--- config.mk ---
export PLATFORM = sky130hd
export DESIGN_NAME = sarpc_ctrl
export DESIGN_NICKNAME = d
export VERILOG_FILES = /design/src/sarpc_pkg.sv /design/src/sarpc_ctrl.sv /design/src/sarpc_sar_engine.sv
export VERILOG_INCLUDE_DIRS = /design/src /design/src/src
export SDC_FILE = /design/constraint.sdc
export NUM_CORES = 1
export LEC_CHECK = 0
export ABC_CLOCK_PERIOD_IN_PS = 3300
export BUFFER_PORTS_ARGS = -buffer_cell sky130_fd_sc_hd__buf_4
export CAP_MARGIN = 15
export CORE_MARGIN = 2
export CORE_UTILIZATION = 57
export CTS_CLUSTER_SIZE = 14
export DETAILED_ROUTE_END_ITERATION = 16
export PLACE_DENSITY = 0.79
export SETUP_SLACK_MARGIN = 0.05
export SLEW_MARGIN = 0
export SYNTH_ARGS = -nofsm -noshare
export SYNTH_HDL_FRONTEND = slang
export SYNTH_SLANG_ARGS = --single-unit
--- constraint.sdc ---
create_clock -name i_core_clk -period 3.3 [get_ports i_core_clk]
set_input_delay 0.33 -clock i_core_clk [delete_from_list [all_inputs] [get_ports i_core_clk]]
set_output_delay 0.33 -clock i_core_clk [all_outputs]
set_load 0.005 [all_outputs]
--- src/sarpc_regs.svh ---
// Timing counts and field layout for the converter control block.
// Assumes a 100 MHz core clock; included by bare name.
`ifndef SARPC_REGS_SVH
`define SARPC_REGS_SVH
`define SARPC_CLK_PERIOD_NS 10
`define SARPC_RESULT_W 14
`define SARPC_BYTE_W 8
`define SARPC_HIGH_BYTE_LSB 8
`define SARPC_CONV_TIME_NS 4700
`define SARPC_CONV_CYCLES (`SARPC_CONV_TIME_NS / `SARPC_CLK_PERIOD_NS)
`define SARPC_EOC_IDLE 1'b1
`endif

--- src/sarpc_pkg.sv ---
// Types shared by the converter control block.
// Assumes sarpc_regs.svh is on the include path.
`include "sarpc_regs.svh"
package sarpc_pkg;
  typedef logic [`SARPC_RESULT_W-1:0] sarpc_result_t;
  typedef logic [`SARPC_BYTE_W-1:0]   sarpc_byte_t;
  typedef enum logic [2:0] {
    SARPC_SLEEP   = 3'b000,
    SARPC_ACQUIRE = 3'b001,
    SARPC_CONVERT = 3'b010,
    SARPC_DONE    = 3'b011,
    SARPC_READ    = 3'b100
  } sarpc_state_e;
endpackage : sarpc_pkg

--- src/sarpc_ctrl.sv ---
// Converter control and parallel host interface.
// Assumes strobe, select and strap pins are asynchronous to the core clock.
`timescale 1ns/1ns
`default_nettype none
`include "sarpc_regs.svh"
module sarpc_ctrl
  import sarpc_pkg::*;
(
  input  wire logic                  i_core_clk,
  input  wire logic                  i_rst,
  input  wire logic                  i_conv_strobe_n,
  input  wire logic                  i_read_select,
  input  wire logic                  i_high_byte_select,
  input  wire logic                  i_reference_adjust_strap,
  input  wire logic                  i_cmp_above,
  output logic                       o_eoc_n,
  output sarpc_pkg::sarpc_result_t   o_result_wide,
  output logic [13:0]                o_result_wide_oe,
  output sarpc_pkg::sarpc_byte_t     o_result_byte,
  output logic [7:0]                 o_result_byte_oe,
  output logic                       o_powered,
  output logic                       o_tracking,
  output logic                       o_ref_on,
  output logic                       o_ext_ref
);
  import sarpc_pkg::*;

  localparam int CONV_CYCLES = `SARPC_CONV_CYCLES;
  localparam int STEP_DIV    = CONV_CYCLES / 16;

  sarpc_state_e  state;
  sarpc_state_e  next_state;
  logic [2:0]    cs_sync;
  logic [1:0]    rc_sync;
  logic [1:0]    hb_sync;
  logic [1:0]    strap_sync;
  logic          shutdown_after;
  logic [8:0]    step_cnt;
  logic          step_en;
  logic          sar_busy;
  logic          sar_busy_q;
  sarpc_result_t sar_result;
  sarpc_result_t held_result;

  // Two flops per pin; the third cs stage only feeds the edge detector.
  always_ff @(posedge i_core_clk or posedge i_rst) begin
    if (i_rst) begin
      cs_sync    <= 3'h7;
      rc_sync    <= 2'h0;
      hb_sync    <= 2'h0;
      strap_sync <= 2'h0;
    end else begin
      cs_sync    <= {cs_sync[1:0], i_conv_strobe_n};
      rc_sync    <= {rc_sync[0], i_read_select};
      hb_sync    <= {hb_sync[0], i_high_byte_select};
      strap_sync <= {strap_sync[0], i_reference_adjust_strap};
    end
  end

  // Falling edge seen on synchronised stages only.
  wire cs_fall   = cs_sync[2] & ~cs_sync[1];
  wire rc_level  = rc_sync[1];
  wire hb_level  = hb_sync[1];
  wire conv_done = sar_busy_q & ~sar_busy;
  wire start_conv = (state == SARPC_ACQUIRE) && cs_fall;

  // Sequencing by strobe edges, except convert to done on engine finish; a strobe with select high while asleep is ignored.
  always_comb begin
    next_state = state;
    unique case (state)
      SARPC_SLEEP:   if (cs_fall && !rc_level) next_state = SARPC_ACQUIRE;
      SARPC_ACQUIRE: if (cs_fall) next_state = SARPC_CONVERT;
      SARPC_CONVERT: if (conv_done) next_state = SARPC_DONE;
      SARPC_DONE:    if (cs_fall && rc_level) next_state = SARPC_READ;
      SARPC_READ:    if (cs_fall && !rc_level) next_state = SARPC_ACQUIRE;
      default:       next_state = SARPC_SLEEP;
    endcase
  end

  // State register; the reset input clears everything to sleep.
  always_ff @(posedge i_core_clk or posedge i_rst) begin
    if (i_rst) begin
      state <= SARPC_SLEEP;
    end else begin
      state <= next_state;
    end
  end

  // Step divider spaces the 14 bit decisions one sixteenth of the conversion time apart.
  always_ff @(posedge i_core_clk or posedge i_rst) begin
    if (i_rst) begin
      step_cnt <= 9'h000;
    end else if (start_conv || step_cnt == 9'(STEP_DIV - 1)) begin
      step_cnt <= 9'h000;
    end else begin
      step_cnt <= step_cnt + 9'h001;
    end
  end
  assign step_en = (step_cnt == 9'(STEP_DIV - 1));

  sarpc_sar_engine u_engine (
    .i_core_clk  (i_core_clk),
    .i_rst       (i_rst),
    .i_start     (start_conv),
    .i_step      (step_en),
    .i_cmp_above (i_cmp_above),
    .o_busy      (sar_busy),
    .o_result    (sar_result)
  );

  // Power mode, result capture and status outputs, all registered.
  always_ff @(posedge i_core_clk or posedge i_rst) begin
    if (i_rst) begin
      sar_busy_q     <= 1'b0;
      shutdown_after <= 1'b1;
      held_result    <= '0;
      o_eoc_n        <= `SARPC_EOC_IDLE;
      o_powered      <= 1'b0;
      o_tracking     <= 1'b0;
      o_ref_on       <= 1'b0;
      o_ext_ref      <= 1'b0;
    end else begin
      sar_busy_q <= sar_busy;
      o_ext_ref  <= strap_sync[1];
      if (start_conv) begin
        shutdown_after <= rc_level;
      end
      if (conv_done) begin
        held_result <= sar_result;
      end
      if (next_state == SARPC_DONE) begin
        o_eoc_n <= 1'b0;
      end else if (next_state == SARPC_ACQUIRE || next_state == SARPC_CONVERT) begin
        o_eoc_n <= 1'b1;
      end
      o_tracking <= (next_state == SARPC_ACQUIRE);
      o_powered  <= (next_state != SARPC_SLEEP);
      if (next_state == SARPC_ACQUIRE) begin
        o_ref_on <= 1'b1;
      end else if (conv_done && shutdown_after) begin
        o_ref_on <= 1'b0;
      end
    end
  end

  // Bus drive: the byte lane follows the high-byte select while reading.
  wire           reading   = (next_state == SARPC_READ);
  sarpc_byte_t   byte_pick;
  assign byte_pick = hb_level ? sarpc_byte_t'(held_result >> `SARPC_HIGH_BYTE_LSB)
                              : held_result[7:0];

  // Output enables rise only in the read state; the bus floats otherwise.
  always_ff @(posedge i_core_clk or posedge i_rst) begin
    if (i_rst) begin
      o_result_wide    <= '0;
      o_result_wide_oe <= 14'h0000;
      o_result_byte    <= 8'h00;
      o_result_byte_oe <= 8'h00;
    end else begin
      o_result_wide    <= held_result;
      o_result_byte    <= byte_pick;
      o_result_wide_oe <= {14{reading}};
      o_result_byte_oe <= {8{reading}};
    end
  end

  // Checks on the sequencing, the bus drive and the reference outputs.
  chk_bus_float_idle: assert property (@(posedge i_core_clk) disable iff (i_rst)
    (state != SARPC_READ) |-> (o_result_wide_oe == 14'h0000))
    else $error("Data bus driven outside a read.");
  chk_read_drives: assert property (@(posedge i_core_clk) disable iff (i_rst)
    (state == SARPC_DONE && cs_fall && rc_level) |=> ##1 (o_result_byte_oe == 8'hff))
    else $error("Read strobe did not drive the bus.");
  chk_acquire_entry: assert property (@(posedge i_core_clk) disable iff (i_rst)
    (state == SARPC_SLEEP && cs_fall && !rc_level) |=> o_tracking)
    else $error("First strobe did not start acquisition.");
  chk_sleep_ignore: assert property (@(posedge i_core_clk) disable iff (i_rst)
    (state == SARPC_SLEEP && cs_fall && rc_level) |=> (state == SARPC_SLEEP))
    else $error("Strobe with select high left sleep.");
  chk_conv_start: assert property (@(posedge i_core_clk) disable iff (i_rst)
    start_conv |=> (sar_busy && state == SARPC_CONVERT))
    else $error("Second strobe did not start conversion.");
  chk_eoc_time: assert property (@(posedge i_core_clk) disable iff (i_rst)
    start_conv |-> ##[1:470] !o_eoc_n)
    else $error("Conversion exceeded its time.");
  chk_high_byte: assert property (@(posedge i_core_clk) disable iff (i_rst)
    (hb_level && reading) |=> (o_result_byte == {2'b00, $past(held_result[13:8])}))
    else $error("High byte wrong.");
  chk_low_byte: assert property (@(posedge i_core_clk) disable iff (i_rst)
    (!hb_level && reading) |=> (o_result_byte == $past(held_result[7:0])))
    else $error("Low byte wrong.");
  chk_ref_shutdown: assert property (@(posedge i_core_clk) disable iff (i_rst)
    (conv_done && shutdown_after) |=> !o_ref_on)
    else $error("Reference stayed on after shutdown conversion.");
  chk_ext_ref: assert property (@(posedge i_core_clk) disable iff (i_rst)
    o_ext_ref == $past(strap_sync[1]))
    else $error("Reference mode not following strap.");
  chk_reset_state: assert property (@(posedge i_core_clk)
    i_rst |=> (state == SARPC_SLEEP && o_eoc_n))
    else $error("Reset did not restore sleep.");

  cov_full_cycle: cover property (@(posedge i_core_clk) disable iff (i_rst)
    (state == SARPC_DONE) ##1 (state == SARPC_READ));
  cov_standby: cover property (@(posedge i_core_clk) disable iff (i_rst)
    conv_done && !shutdown_after);
  cov_shutdown: cover property (@(posedge i_core_clk) disable iff (i_rst)
    conv_done && shutdown_after);
  cov_high_read: cover property (@(posedge i_core_clk) disable iff (i_rst)
    reading && hb_level);
endmodule : sarpc_ctrl
`default_nettype wire

--- src/sarpc_sar_engine.sv ---
// Successive-approximation engine: one result bit per step.
// Assumes a start pulse and a comparator input on the core clock.
`timescale 1ns/1ns
`default_nettype none
module sarpc_sar_engine
  import sarpc_pkg::*;
(
  input  wire logic              i_core_clk,
  input  wire logic              i_rst,
  input  wire logic              i_start,
  input  wire logic              i_step,
  input  wire logic              i_cmp_above,
  output logic                   o_busy,
  output sarpc_pkg::sarpc_result_t o_result
);
  logic [3:0]    bit_idx;
  sarpc_result_t trial;

  // Each step keeps or drops the trial bit, then tries the next lower one; the bit 0 step stores the result instead.
  always_ff @(posedge i_core_clk or posedge i_rst) begin
    if (i_rst) begin
      bit_idx  <= 4'h0;
      trial    <= '0;
      o_result <= '0;
      o_busy   <= 1'b0;
    end else if (i_start) begin
      bit_idx <= 4'hd;
      trial   <= 14'h2000;
      o_busy  <= 1'b1;
    end else if (o_busy && i_step) begin
      if (bit_idx == 4'h0) begin
        o_busy   <= 1'b0;
        o_result <= i_cmp_above ? trial : (trial & ~14'h0001);
      end else begin
        trial   <= (i_cmp_above ? trial : (trial & ~(14'h0001 << bit_idx))) | (14'h0001 << (bit_idx - 4'h1));
        bit_idx <= bit_idx - 4'h1;
      end
    end
  end
endmodule : sarpc_sar_engine
`default_nettype wire

# Yosys cells after proc, flatten, opt, wreduce, memory -nomap -nowiden
# Cells that the tools add are included.
# word_totals
latchBits	0
memories	0
romBits	0
ramBits	0
out_inout_bits	49
regBits	99
in_bits	7
# op_classes
n_lt_le_gt_ge	0
shift	2
n_reduce_logical	19
muxes	22
multipliers	0
div_mod_pow	0
eq_ne	10
bitwise	8
n_addsub	2
# ops
cell	n
$mux 14	4
$shl 1x4->14 const A	2
$and 14x14->14	1
$not 14->14	1
$or 14x14->14	1
$eq 3x2->1 const B	4
$mux 3	4
$mux 4	3
$pmux 3 s4	1
$add 9x1->9 const B	1
$eq 9x5->1 const B	1
$mux 9	1
$mux 1	8
$mux 8	1
$reduce_bool 2->1	4
$eq 3x1->1 const B	2
$eq 3x3->1 const B	2
$logic_and 1x1->1	5
$logic_not 4->1	1
$reduce_and 2->1	2
$sub 4x1->4 const B	1
$logic_not 3->1	1
$not 1->1	3
$reduce_and 3->1	1
other kinds (6)	8

# Logic depth before layout (Yosys ltp)
# logic_depth
word_depth	9
mapped_depth	7
ltp_nobuf	6

# Cells and area by module
# From an unflattened synthesis, not the netlist that was laid out.
# hier_totals
hier_cells	315
hier_area_um2	4126.5
# by_module_without_submodules
mod	cells_per_inst	seq_area_each_um2	instances	area_per_inst_um2
sarpc_ctrl	179	1632.8	1	2486.1
sarpc_sar_engine	136	825.8	1	1640.3

# Least setup slack after synthesis
# No wires, ideal clock.
# synth_timing
path_type	flip-flop to flip-flop
from	register u_engine.bit_idx[0]
to	register u_engine.o_result[1]
path_slack_ps	1140
synth_period_minus_slack_ps	2160
path_buffers	1
path_stages_with_launch	7
t_arrival_ps	2035
path_cell_list	dfrtp_1 inv_1 ha_1 or3b_4 nor4b_4 buf_8 mux2_4
# synth_via
elab_chain_len	2
# synth_rtl
element	line	text
start: declaration	sarpc_sar_engine.sv:16	logic [3:0] bit_idx;
start signal: assignment	sarpc_sar_engine.sv:36	bit_idx <= bit_idx - 4'h1;
$logic_not 4->1	sarpc_sar_engine.sv:31	if (bit_idx == 4'h0) begin
$reduce_and 3->1 (no line)	n/a	
end signal: assignment	sarpc_sar_engine.sv:33	o_result <= i_cmp_above ? trial : (trial & ~14'h0001);
end: declaration	sarpc_sar_engine.sv:14	output sarpc_pkg::sarpc_result_t o_result
# Every way passes these cells.
# A chain may end at the register's enable or synchronous reset.

# Final worst setup path
# layout_timing
from	register u_engine.bit_idx[1]
to	register u_engine.o_result[12]
# The elaborated chain is that of the path after synthesis.

==> results.cfg <==
[floorplan]
core_area_mm2 = 0.00718
ios = 56
fp.dieW_um = 89.4
initial_core_util = 0.580
num_rows = 31
die_h_um = 89.4
dieArea_mm2 = 0.00800

[pwr]
peakVddDrop_mv = 0.342
power_mw = 3.15
power.density_mw_per_mm2 = 668
p_leak_nw = 2.34

[sta]
relSlewSlack = 0.341
setup_ws_ps = 1020
min_period_ps = 2280
holdWs_ps = 67.4
fin_skew_ps = 12.1
finalSetupTns_ps = 0
grt_setup_unrepaired = false
final_hold_viol_count = 0
finalSetupViolCount = 0
max_clock_freq_ghz = 0.439
tightest_slew_ps = 987
fin_crit_sh = 0.691
slew_viol_final = 0

[synthesis]
netlist-cell-type-count = 51
synthArstFlopShare = 1.00
synth_ff_type = dfrtp_1
synth.cell_area_mm2 = 0.00416
yosysSeqAreaShare = 0.591
yosysMostFrequentCell = dfrtp_1
yosys.area.top_type = dfrtp_1
synth-seq-cells = 98
yosys_warnings = 0
synth_area_per_cell_um2 = 11.8
syn_inst = 354
synth_top_area_share = 0.559
synth_area_leaders = dfrtp_1 56%, nand2_1 4.9%, buf_4 3.8%, mux2_4 3.2%, dfstp_2 3.2%
synthTopCellsByCount = 93 x dfrtp_1, 54 x nand2_1, 21 x buf_4, 21 x nor2_1, 13 x nand4_1
synth-edff-count = 0
syn_nets = 369

[drt]
met2_length_um = 3520
wire_per_inst_um = 14.4
ant_nets = 0
drtIter0Drc = 133
top_layer_used = met4
drtPass1Iterations = 4
postRouteWirelength_um = 7070
vias = 2602
avgViaCountPerCell = 5.30
drcViolationCount = 0
dr_wl_met3_um = 227
wirelength_met1_um = 3220

[final_layout]
drive_gt1_frac = 0.278
area_growth_pct = 13.4
diodes = 0
fin_cells = 491
fin_nets = 402

[placed_design]
dpl_worst_slack_ps = 1050
place.gp.congestion = 0.883
hpwl_um = 4990
dp.cells = 475
io_buffers = 55

[worst_hold_path]
hold-path-cell-count = 1
min_path_type = in -> reg

[clock_network]
ctsHoldBuffers = 0
cts_root_buffer = clkbuf_8
cts_tree = built
post_cts_buffers = 0
clk-insertion-delay-late_ps = 360
cts_resized = 0
cts_max_level = 3
clk_pin_slew_ps = 100
numCtsBuffers = 9
clk_path_buf_depth = 2
cts_sinks = 98

[critical_path]
critPathLaunchType = flop
required_ps = 3540
r2r_end = u_engine.o_result[12]
reg2regPathDepth = 6
r2r_slack_ps = 1020
cp_max_fo = 14
crit_chain = inv_1 -> ha_1 -> or3b_4 -> nor4b_4 -> buf_4 -> mux2_2
r2r-start = u_engine.bit_idx[1]
cpPeakStageDelay_ps = 450
end_kind = flop
critPathLaunch = u_engine.bit_idx[1]
crit_arrival_ps = 2520
crit_slowest_cell = dfrtp_1
endpoint = u_engine.o_result[12]
path_class = reg -> reg

[global_routing]
antenna_found_initial = 0
grt_max_degree = 61
grt_pass1_vias = 2450
grt_first_pass_wirelength_um = 11800
grt_usage = 0.195
grt-ovfl-total = 0

[job]
cap_violations = 0

[status]
status = finished clean
registers in the layout, indices dropped and copies added, names as in the netlist:
register	count
held_result	14
o_result_wide	14
u_engine.o_result	14
u_engine.trial	14
step_cnt	9
o_result_byte	8
u_engine.bit_idx	4
cs_sync	3
state	3
hb_sync	2
rc_sync	2
strap_sync	2
o_eoc_n	1
o_ext_ref	1
o_powered	1
o_ref_on	1
o_result_byte_oe	1
o_tracking	1
sar_busy_q	1
shutdown_after	1
u_engine.o_busy	1
routing by layer:
metal	vias up	global-route usage
met4	0	0.0583
met1	1277	0.245
met3	8	0.0554
li1	1271	-
met5	-	0
met2	46	0.329
cells by family (layout without fill, tap and decap cells):
kind of cell               after synthesis  count (layout)  share of synthesized area
and+or+nand+nor                        130             130                      0.161
DFF                                     98              98                      0.591
buffers and inverters                   48              86                     0.0674
AOI/OAI and AO/OA                       40              40                     0.0734
muxes                                   22              22                     0.0668
adders and majority gates                8               8                     0.0241
xor gates and xnor gates                 8               8                     0.0168
cell type report:
class	count	area, um2
Timing Repair Buffer	58	448
Fill cell	527	2460
Multi-Input combinational cell	208	1420
Sequential cell	98	2460
Clock buffer	9	124
Inverter	12	46.3
Tap cell	99	124
Clock inverter	7	95.1
report_power, final:
group / internal (mW) / switching [mW] / total, mW / leakage (nW)
combinational: 0.322 / 0.433 / 0.755 / 0.966
clock: 0.372 / 0.440 / 0.812 / 0.104
sequential: 1.38 / 0.197 / 1.58 / 1.27
worst max-delay path, delay by kind of cell (launching register included):
| kind | cells | cell delay (ps) |
|---|---|---|
| adder cells (fa/ha/maj) | 1 | 220 |
| buffers and inverters | 2 | 440 |
| flip-flops | 1 | 450 |
| multiplexers | 1 | 370 |
| AND/OR/NAND/NOR | 2 | 670 |
layout by cell type, fill, tap and decap left out, types with 2 or more instances in the layout:
cell | synthesis | routed
dfstp_2 | 5 | 5
dfrtp_1 | 93 | 93
o211ai_1 | 4 | 4
inv_1 | 11 | 10
buf_4 | 21 | 57
and3_1 | 2 | 2
a21o_1 | 4 | 4
o21ai_0 | 7 | 7
a31oi_1 | 2 | 2
ha_1 | 8 | 8
nand2b_1 | 3 | 3
and2_1 | 3 | 3
a32o_1 | 9 | 9
nor2_1 | 21 | 21
clkbuf_8 | 0 | 9
inv_8 | 0 | 3
nor3_1 | 3 | 3
mux2i_1 | 3 | 3
mux2_2 | 10 | 10
clkinvlp_4 | 0 | 2
nand4_1 | 13 | 13
nor2b_1 | 5 | 5
and4_1 | 6 | 6
or2_2 | 2 | 2
xor2_1 | 6 | 6
nand2_1 | 54 | 54
o2bb2ai_1 | 4 | 4
nand3_1 | 9 | 9
a21oi_1 | 3 | 3
xnor2_1 | 2 | 2
mux2_4 | 9 | 9
stage by stage:
stage | instance area (um2) | util
after floorplan | 4160 | -
after global placement | 4500 | 0.627
after detailed placement | 4500 | 0.627
after CTS | 4720 | 0.657
after global routing | 4720 | 0.657
final | 4720 | 0.657
how the worst min path moves through the flow:
stage,startpoint,endpoint,slack [ps]
after floorplan,hb_sync[0],hb_sync[1],330
after global placement,strap_sync[0],strap_sync[1],330
after detailed placement,strap_sync[0],strap_sync[1],340
final,i_conv_strobe_n,cs_sync[0],70
after global routing,i_conv_strobe_n,cs_sync[0],40
after CTS,i_conv_strobe_n,cs_sync[0],50
Note: power is estimated with default switching activity, not from simulation.
